==> src/common/umr_pkg.sv <==
package umr_pkg;

	// Mode-register addresses.
	localparam logic [7:0] ADDR_REV_ONE   = 8'h06;
	localparam logic [7:0] ADDR_REV_TWO   = 8'h07;
	localparam logic [7:0] ADDR_GEOMETRY  = 8'h08;
	localparam logic [7:0] ADDR_VEND_TEST = 8'h09;
	localparam logic [7:0] ADDR_CAL_CMD   = 8'h0A;
	localparam logic [7:0] ADDR_RSV_LO    = 8'h0B;
	localparam logic [7:0] ADDR_RSV_HI    = 8'h0F;
	localparam logic [7:0] ADDR_BANK_MASK = 8'h10;
	localparam logic [7:0] ADDR_SEG_MASK  = 8'h11;
	localparam logic [7:0] ADDR_SOFT_RST  = 8'h3F;

	// Calibration command codes.
	localparam logic [7:0] CAL_INIT  = 8'hFF;
	localparam logic [7:0] CAL_LONG  = 8'hAB;
	localparam logic [7:0] CAL_SHORT = 8'h56;
	localparam logic [7:0] CAL_RESET = 8'hC3;

	// Geometry field layout.
	localparam int TYPE_LSB    = 0;
	localparam int DENS_LSB    = 2;
	localparam int WIDTH_LSB   = 6;
	localparam logic [1:0] WIDTH_X32 = 2'h0;
	localparam logic [1:0] WIDTH_X16 = 2'h1;
	localparam logic [1:0] WIDTH_X8  = 2'h2;
	localparam logic [3:0] DENS_1GB  = 4'h4;
	localparam logic [3:0] DENS_2GB  = 4'h5;
	localparam logic [3:0] DENS_4GB  = 4'h6;
	localparam logic [3:0] DENS_8GB  = 4'h7;
	localparam logic [3:0] DENS_MAX  = 4'h9;

	localparam logic [7:0] MASK_RESET = 8'h00;
	localparam logic [7:0] BANK4_KEEP = 8'h0F;
	localparam logic [7:0] DATA_ZERO  = 8'h00;

	// Row-address position of the segment select bits per density.
	localparam int SEG_LSB_1GB = 10;
	localparam int SEG_LSB_2GB = 11;
	localparam int SEG_LSB_8GB = 12;

	typedef enum logic [2:0] {
		CAL_NONE   = 3'h0,
		CAL_DO_INI = 3'h1,
		CAL_DO_LNG = 3'h2,
		CAL_DO_SHT = 3'h3,
		CAL_DO_RST = 3'h4
	} umr_cal_e;

	typedef enum logic [1:0] {
		HS_IDLE = 2'h0,
		HS_WAIT = 2'h1,
		HS_DONE = 2'h3
	} umr_hs_e;

endpackage : umr_pkg

==> src/common/umr_if.sv <==
interface umr_if;
	logic       req;
	logic       wr;
	logic [7:0] addr;
	logic [7:0] wdata;
	logic       ack;
	logic [7:0] rdata;

	modport ctrl (output req, output wr, output addr, output wdata, input ack, input rdata);
	modport dev  (input req, input wr, input addr, input wdata, output ack, output rdata);
endinterface : umr_if

==> src/rtl/umr_device.sv <==
// How it works
// RQ1: Address 06h reads fixed first revision.
// RQ2: Address 07h reads vendor second revision.
// RQ3: 08h: type bits 1:0, width 7:6.
// RQ4: 08h bits 5:2 report density code.
// RQ5: Calibration codes AB long, 56 short, C3.
// RQ6: Code FF starts post-initialisation calibration.
// RQ7: Controller writes only the four codes.
// RQ8: Reserved calibration codes are ignored entirely.
// RQ9: Pin at supply: ignore all calibration.
// RQ10: Resistor to ground: commands or default.
// RQ11: Bank mask at 10h, 1 blocks refresh.
// RQ12: Four-bank parts use bank bits 3:0.
// RQ13: Segment mask at 11h, 1 blocks refresh.
// RQ14: Segment mask only for 1Gb-8Gb parts.
// RQ15: Segment n covers top row bits n.
// RQ16: Addresses 0Bh-0Fh reserved, no function.
// RQ17: Controller avoids unused and vendor ranges.
// RQ18: Controller avoids 14h-1Fh nonvolatile addresses.
// RQ19: 09h is vendor test, inert normally.
// RQ20: 3Fh write-only reset, data ignored.
// RQ21: Reset write restores masks and calibration.
// RQ22: 8-bit address; reads never change state.
module umr_device #(
	parameter logic [7:0] REV_ONE    = 8'h5A, // Arbitrary value.
	parameter logic [7:0] REV_TWO    = 8'hA5, // Arbitrary value.
	parameter logic [1:0] MEM_TYPE   = 2'h0,
	parameter logic [3:0] DENSITY    = umr_pkg::DENS_2GB,
	parameter logic [1:0] IO_WIDTH   = umr_pkg::WIDTH_X16,
	parameter bit         FOUR_BANKS = 1'b0,
	parameter int         ROW_W      = 15
) (
	// Clock and reset.
	input  wire logic              mclk,
	input  wire logic              sys_rst,
	// Mode-register link.
	umr_if.dev                     mr,
	// Calibration pin strap: high when tied to the supply.
	input  wire logic              cal_pin_tied_high,
	// Refresh query.
	input  wire logic [ROW_W-1:0]  refresh_row,
	input  wire logic [2:0]        refresh_bank,
	output logic                   refresh_blocked,
	// Calibration action pulse and its kind.
	output logic                   cal_start,
	output umr_pkg::umr_cal_e      cal_kind,
	output logic [7:0]             bank_mask,
	output logic [7:0]             seg_mask
);

	// Bank and segment mask width.
	localparam int N_SLOTS = 8;

	// All state of the device end, registered in one place.
	typedef struct packed {
		logic              ack;
		logic [7:0]        rdata;
		logic [7:0]        bank;
		logic [7:0]        seg;
		logic              start;
		umr_pkg::umr_cal_e kind;
		logic              blocked;
		logic              strap_s1;
		logic              strap_s2;
	} umr_dev_s;

	umr_dev_s st_q;
	umr_dev_s st_d;

	// Decoded request and lookups that feed the next-state logic.
	logic               take;
	logic               rd_take;
	logic               wr_take;
	logic               cal_allowed;
	logic               cal_valid;
	umr_pkg::umr_cal_e  cal_decoded;
	logic [7:0]         rd_value;
	logic [7:0]         bank_wr_value;
	logic [2:0]         seg_sel;
	logic [N_SLOTS-1:0] bank_hit;
	logic [N_SLOTS-1:0] seg_hit;

	function automatic logic seg_used(input logic [3:0] dens);
		seg_used = dens >= umr_pkg::DENS_1GB && dens <= umr_pkg::DENS_8GB; // RQ14
	endfunction : seg_used

	function automatic logic [2:0] seg_index(input logic [ROW_W-1:0] row, input logic [3:0] dens);
		if (dens == umr_pkg::DENS_1GB) begin
			seg_index = row[umr_pkg::SEG_LSB_1GB +: 3]; // RQ15
		end else if (dens == umr_pkg::DENS_8GB) begin
			seg_index = row[umr_pkg::SEG_LSB_8GB +: 3]; // RQ15
		end else begin
			seg_index = row[umr_pkg::SEG_LSB_2GB +: 3]; // RQ15
		end
	endfunction : seg_index

	// Geometry word assembled field by field.
	function automatic logic [7:0] geometry_word();
		logic [7:0] w;
		w = umr_pkg::DATA_ZERO;
		w[umr_pkg::TYPE_LSB +: 2] = MEM_TYPE; // RQ3
		w[umr_pkg::DENS_LSB +: 4] = DENSITY; // RQ4
		w[umr_pkg::WIDTH_LSB +: 2] = IO_WIDTH; // RQ3
		return w;
	endfunction : geometry_word

	// Readable addresses give their value; all others read as zero.
	function automatic logic [7:0] read_value(input logic [7:0] a);
		case (a)
			umr_pkg::ADDR_REV_ONE:  read_value = REV_ONE; // RQ1
			umr_pkg::ADDR_REV_TWO:  read_value = REV_TWO; // RQ2
			umr_pkg::ADDR_GEOMETRY: read_value = geometry_word(); // RQ3 RQ4
			default:                read_value = umr_pkg::DATA_ZERO; // RQ16 RQ19
		endcase
	endfunction : read_value

	// Reserved calibration codes decode to no action.
	function automatic umr_pkg::umr_cal_e cal_decode(input logic [7:0] code);
		case (code)
			umr_pkg::CAL_INIT:  cal_decode = umr_pkg::CAL_DO_INI; // RQ6
			umr_pkg::CAL_LONG:  cal_decode = umr_pkg::CAL_DO_LNG; // RQ5
			umr_pkg::CAL_SHORT: cal_decode = umr_pkg::CAL_DO_SHT; // RQ5
			umr_pkg::CAL_RESET: cal_decode = umr_pkg::CAL_DO_RST; // RQ5
			default:            cal_decode = umr_pkg::CAL_NONE; // RQ8
		endcase
	endfunction : cal_decode

	// A request is taken once: the standing ack blocks a second take of the held request.
	assign take = mr.req && !st_q.ack;
	assign rd_take = take && !mr.wr;
	assign wr_take = take && mr.wr;
	assign rd_value = read_value(mr.addr);
	assign cal_decoded = cal_decode(mr.wdata);
	assign cal_valid = cal_decoded != umr_pkg::CAL_NONE; // RQ8
	// The strap comes from a pin and is read only after its second flop.
	assign cal_allowed = !st_q.strap_s2; // RQ9 RQ10
	assign bank_wr_value = FOUR_BANKS ? (mr.wdata & umr_pkg::BANK4_KEEP) : mr.wdata; // RQ12
	assign seg_sel = seg_index(refresh_row, DENSITY); // RQ15

	// One compare per mask bit against the bank or segment under query.
	for (genvar b = 0; b < N_SLOTS; b++) begin : g_slot
		assign bank_hit[b] = st_q.bank[b] && refresh_bank == 3'(b); // RQ11
		assign seg_hit[b] = st_q.seg[b] && seg_sel == 3'(b); // RQ13
	end

	always_comb begin
		st_d = st_q;
		st_d.strap_s1 = cal_pin_tied_high;
		st_d.strap_s2 = st_q.strap_s1;
		// Ack and start are one-cycle pulses.
		st_d.ack = take;
		st_d.start = 1'b0;
		st_d.blocked = (|bank_hit) || (seg_used(DENSITY) && (|seg_hit)); // RQ11 RQ13 RQ14

		// Reads only update the returned data.
		if (rd_take) begin
			st_d.rdata = rd_value; // RQ22
		end

		if (wr_take) begin
			case (mr.addr)
				umr_pkg::ADDR_CAL_CMD: begin
					if (cal_allowed && cal_valid) begin // RQ8 RQ9 RQ10
						st_d.start = 1'b1;
						st_d.kind = cal_decoded; // RQ5 RQ6
					end
				end
				umr_pkg::ADDR_BANK_MASK: st_d.bank = bank_wr_value; // RQ11 RQ12
				umr_pkg::ADDR_SEG_MASK: st_d.seg = mr.wdata; // RQ13
				umr_pkg::ADDR_SOFT_RST: begin
					// Data is ignored; every writable setting returns to its default.
					st_d.bank = umr_pkg::MASK_RESET; // RQ20 RQ21
					st_d.seg = umr_pkg::MASK_RESET; // RQ21
					st_d.kind = umr_pkg::CAL_NONE; // RQ21
				end
				// Read-only, reserved and test addresses ignore writes.
				default: st_d.kind = st_q.kind; // RQ1 RQ2 RQ16 RQ19
			endcase
		end
	end

	// Synchronous reset puts every setting at its default.
	always_ff @(posedge mclk) begin
		if (sys_rst) begin
			st_q <= '{
				ack:      1'b0,
				rdata:    umr_pkg::DATA_ZERO,
				bank:     umr_pkg::MASK_RESET, // RQ11
				seg:      umr_pkg::MASK_RESET, // RQ13
				start:    1'b0,
				kind:     umr_pkg::CAL_NONE,
				blocked:  1'b0,
				strap_s1: 1'b0,
				strap_s2: 1'b0
			};
		end else begin
			st_q <= st_d;
		end
	end

	// Every output comes straight from a register.
	assign mr.ack = st_q.ack;
	assign mr.rdata = st_q.rdata;
	assign refresh_blocked = st_q.blocked;
	assign cal_start = st_q.start;
	assign cal_kind = st_q.kind;
	assign bank_mask = st_q.bank;
	assign seg_mask = st_q.seg;

endmodule : umr_device

==> src/flat_wrapper.sv <==
// flat-port wrapper written by rule: the top's interface ports become plain ports
module umr_device_flat 
#(
	parameter logic [7:0] REV_ONE    = 8'h5A,                    
	parameter logic [7:0] REV_TWO    = 8'hA5,                    
	parameter logic [1:0] MEM_TYPE   = 2'h0,
	parameter logic [3:0] DENSITY    = umr_pkg::DENS_2GB,
	parameter logic [1:0] IO_WIDTH   = umr_pkg::WIDTH_X16,
	parameter bit         FOUR_BANKS = 1'b0,
	parameter int         ROW_W      = 15
)
  (mclk, sys_rst, cal_pin_tied_high, refresh_row, refresh_bank, refresh_blocked, cal_start, cal_kind, bank_mask, seg_mask, mr_req, mr_wr, mr_addr, mr_wdata, mr_ack, mr_rdata);
  umr_if mr_i ();
  input  wire logic mclk;
  input  wire logic sys_rst;
  input  wire logic cal_pin_tied_high;
  input  wire logic [ROW_W-1:0] refresh_row;
  input  wire logic [2:0] refresh_bank;
  output logic refresh_blocked;
  output logic cal_start;
  output umr_pkg::umr_cal_e cal_kind;
  output logic [7:0] bank_mask;
  output logic [7:0] seg_mask;
  input wire logic [$bits(mr_i.req)-1:0] mr_req;
  input wire logic [$bits(mr_i.wr)-1:0] mr_wr;
  input wire logic [$bits(mr_i.addr)-1:0] mr_addr;
  input wire logic [$bits(mr_i.wdata)-1:0] mr_wdata;
  output wire logic [$bits(mr_i.ack)-1:0] mr_ack;
  output wire logic [$bits(mr_i.rdata)-1:0] mr_rdata;
  assign mr_i.req = mr_req;
  assign mr_i.wr = mr_wr;
  assign mr_i.addr = mr_addr;
  assign mr_i.wdata = mr_wdata;
  assign mr_ack = mr_i.ack;
  assign mr_rdata = mr_i.rdata;
  umr_device #(.REV_ONE(REV_ONE), .REV_TWO(REV_TWO), .MEM_TYPE(MEM_TYPE), .DENSITY(DENSITY), .IO_WIDTH(IO_WIDTH), .FOUR_BANKS(FOUR_BANKS), .ROW_W(ROW_W)) u_core (.mclk(mclk), .sys_rst(sys_rst), .mr(mr_i), .cal_pin_tied_high(cal_pin_tied_high), .refresh_row(refresh_row), .refresh_bank(refresh_bank), .refresh_blocked(refresh_blocked), .cal_start(cal_start), .cal_kind(cal_kind), .bank_mask(bank_mask), .seg_mask(seg_mask));
endmodule
==> config.mk <==
export PLATFORM = sky130hd
export DESIGN_NAME = umr_device_flat
export DESIGN_NICKNAME = d
export VERILOG_FILES = /design/src/common/umr_pkg.sv /design/src/common/umr_if.sv /design/src/rtl/umr_device.sv /design/src/flat_wrapper.sv
export SDC_FILE = /design/constraint.sdc
export NUM_CORES = 1
export LEC_CHECK = 0
export BUFFER_PORTS_ARGS = -buffer_cell sky130_fd_sc_hd__buf_2
export CORE_ASPECT_RATIO = 1.1
export CORE_MARGIN = 10
export CORE_UTILIZATION = 45
export DETAILED_ROUTE_END_ITERATION = 10
export PLACE_DENSITY_LB_ADDON = 0.2
export RECOVER_POWER = 25
export SLEW_MARGIN = 5
export SYNTH_ARGS = -nofsm -noshare
export SYNTH_HDL_FRONTEND = slang
export SYNTH_SLANG_ARGS = --single-unit
==> constraint.sdc <==
create_clock -name mclk -period 3.4 [get_ports mclk]
set_input_delay 0.34 -clock mclk [delete_from_list [all_inputs] [get_ports mclk]]
set_output_delay 0.34 -clock mclk [all_outputs]
set_load 0.05 [all_outputs]
==> run_results.csv <==
group,metric,value,unit
status,status,"finished, final reports clean",
global_route,antenna_found_initial,0,
hold_path,min_path_type,"in2reg",
cells_and_area,n_fill_cell,383,
sta,fin_hold_ws,0.216,ns
synthesis,yosys_warnings,0,
cells_and_area,drive_gt1_frac,0.308,
synthesis,ys_types,38,
sta,setup_tns,0,ns
drt,wl_per_cell,15.1,um
cts,post_cts.repair.setup_buffers,0,
floorplan,die_x,77.5,um
cells_and_area,final_nets,251,
cts,cts_buffers,3,
floorplan,core,3410,um2
drt,antenna_left,0,
drt,dr_total_vias,1401,
cts,clk_path_buf_depth,2,
floorplan,die_area,6460,um2
drt,drt_iter0_markers,88,
cells_and_area,synthToLayoutAreaGrowth,8.40,%
global_route,grt_overflow,0,
global_route,grt_max_degree,27,
synthesis,ys_async_sr_fraction,0,
setup_path,slowest_delay,0.49,ns
sta,max_freq,648,MHz
sta,setup_violations,0,
place,port_buffers,56,
floorplan,start_util,0.480,
synthesis,synth_most_common_cell,"dfxtp_1",
sta,hold_viol,0,
setup_path,worst-path-buf-inv,1,
flow_run,maxCapViolCount,0,
cells_and_area,n_antenna_cell,0,
synthesis,syn_area_per_cell,8.85,um2
setup_path,path_class,"reg2out",
global_route,track_usage,0.119,
setup_path,crit_chain,"clkbuf_1",
synthesis,synth_area_leaders,"dfxtp_1, buf_4, mux2i_1, mux4_2, a21oi_1",
sta,min_period,1.54,ns
setup_path,cp_max_fo,3,
floorplan,ios,69,
setup_path,r2r.worst_path.cells,4,
cells_and_area,ff_latch_area,561,um2
setup_path,crit_family,"buffers and inverters",
place,gp_congestion,0.787,
place,placed_area,1750,um2
drt,drcViolationCount,0,
cts,insertion_delay,0.33,ns
global_route,grt_first_pass_wirelength,6.62,mm
cts,cts_resized,0,
setup_path,cp_slowest_cell,"clkbuf_1",
power_and_ir_drop,peakVddDrop,171,uV
sta,slew_violations,0,
power_and_ir_drop,p_per_area,318,nW/um2
drt,dr.pass1.iters,4,
sta,tightest_slew,1.12,ns
setup_path,cp.required,3.06,ns
synthesis,synth_cells,185,
cells_and_area,fin_area,1780,um2
setup_path,worstPathArrival,1.20,ns
sta,slew_headroom,0.256,
floorplan,rows,22,
synthesis,netlist_area,1640,um2
cts,cts_tree,"done",
place,dp_hpwl,3.18,mm
synthesis,synth.top_cells.by_count,"dfxtp_1, buf_4, a21oi_1",
synthesis,synth_top_area_share,0.342,
power_and_ir_drop,leakagePower,0.785,nW
sta,period_share,0.454,
setup_path,start_kind,"flop",
synthesis,ys_seq_elements,28,
cts,ctsHoldBuffers,0,
cts,cts.sinks,28,
drt,drt-total-wl,3.92,mm
sta,rsz0062_at_grt,"no",
cells_and_area,post-route-util,0.520,
synthesis,synth_top_area_cell,"dfxtp_1",
synthesis,ys_seq_area_frac,0.342,
setup_path,cp_num_cells,1,
cts,h-tree-depth,1,
floorplan,die_h,83.3,um
cts,root_buffer,"clkbuf_4",
sta,clock_skew,0.00397,ns
cts,path_clk_slew,0.15,ns
synthesis,ys.flop_type,"dfxtp_1",
cells_and_area,multi_input_area,811,um2
global_route,grt_pass1_vias,1392,
synthesis,syn-num-nets,224,
synthesis,synth_edf_count,0,
drt,avgViaCountPerCell,5.41,
setup_path,worst_setup_path_end_kind,"primary output",
hold_path,hold_depth,2,
## final timing paths
kind | slack [ns] | endpoint | start
max reg2reg | 1.96 | u_core.seg_mask[6]$_SDFFE_PP0P_ | u_core.mr.ack$_SDFF_PP0_
min | 0.22 | u_core.st_d[0]$_SDFF_PP0_ | cal_pin_tied_high
max | 1.86 | seg_mask[7] | u_core.seg_mask[7]$_SDFFE_PP0P_
min reg2reg | 0.46 | u_core.st_q[0]$_SDFF_PP0_ | u_core.st_d[0]$_SDFF_PP0_
## layout make-up
class,count,share of cell area
clock buffer,4,0.0204
inverter,9,0.0190
multi-input combinational,113,0.457
sequential,28,0.316
tap,48,0.0338
timing repair buffer,57,0.154
## worst reg2reg max path, cell delays in order (launching register included)
cell,delay [ns]
dfxtp_1,0.36
and3b_2,0.29
o2111ai_2,0.33
mux2i_1,0.28
nor2_1,0.05
## registers in the layout, indices dropped and copies added (netlist names)
| register | cells |
|---|---|
| u_core.mr.ack | 1 |
| u_core.bank_mask | 8 |
| u_core.st_q | 1 |
| u_core.seg_mask | 8 |
| u_core.refresh_blocked | 1 |
| u_core.mr.rdata | 4 |
| u_core.st_d | 1 |
| u_core.cal_start | 1 |
| u_core.cal_kind | 3 |
## layer usage
metal  GRT usage  wire [um]  vias to the layer above
met3      0.0356        205                        4
li1            -          -                      703
met2       0.205       1930                       35
met1       0.140       1750                      659
met5           0          0                        -
met4      0.0297         33                        0
## cell usage in the layout, fill, tap and decap left out, drive strengths merged, types with 2 or more instances in the layout
| master | instances |
|---|---|
| mux2i | 12 |
| nor2 | 12 |
| o21ai | 9 |
| clkbuf | 15 |
| and2 | 2 |
| nor3b | 4 |
| a31oi | 10 |
| nor2b | 3 |
| mux4 | 4 |
| dfxtp | 28 |
| inv | 9 |
| nand2 | 7 |
| or4 | 3 |
| and3 | 2 |
| a21oi | 13 |
| nand3 | 12 |
| buf | 46 |
| nand4 | 4 |
## kinds of logic after synthesis
| kind of cell | synth area share |
|---|---|
| compound gates | 0.159 |
| buf+inv | 0.163 |
| flops | 0.342 |
| mux | 0.128 |
| simple gates | 0.208 |
## metrics by stage
step / cells / total power [mW] / setup slack [ns]
global route: 259 / 0.589 / 1.67
CTS: 259 / 0.566 / 1.91
detailed placement: 255 / 0.407 / 1.54
floorplan: 185 / 0.376 / 1.81
finish: 259 / 0.564 / 1.86
global placement: 255 / 0.404 / 1.63
## report_power, final
group          internal, mW  total, mW  switching [mW]
combinational        0.0255     0.0690          0.0435
sequential            0.330      0.331         0.00106
clock                0.0656      0.163          0.0979
total                 0.421      0.564           0.142
(Power assumes the default switching activity.)
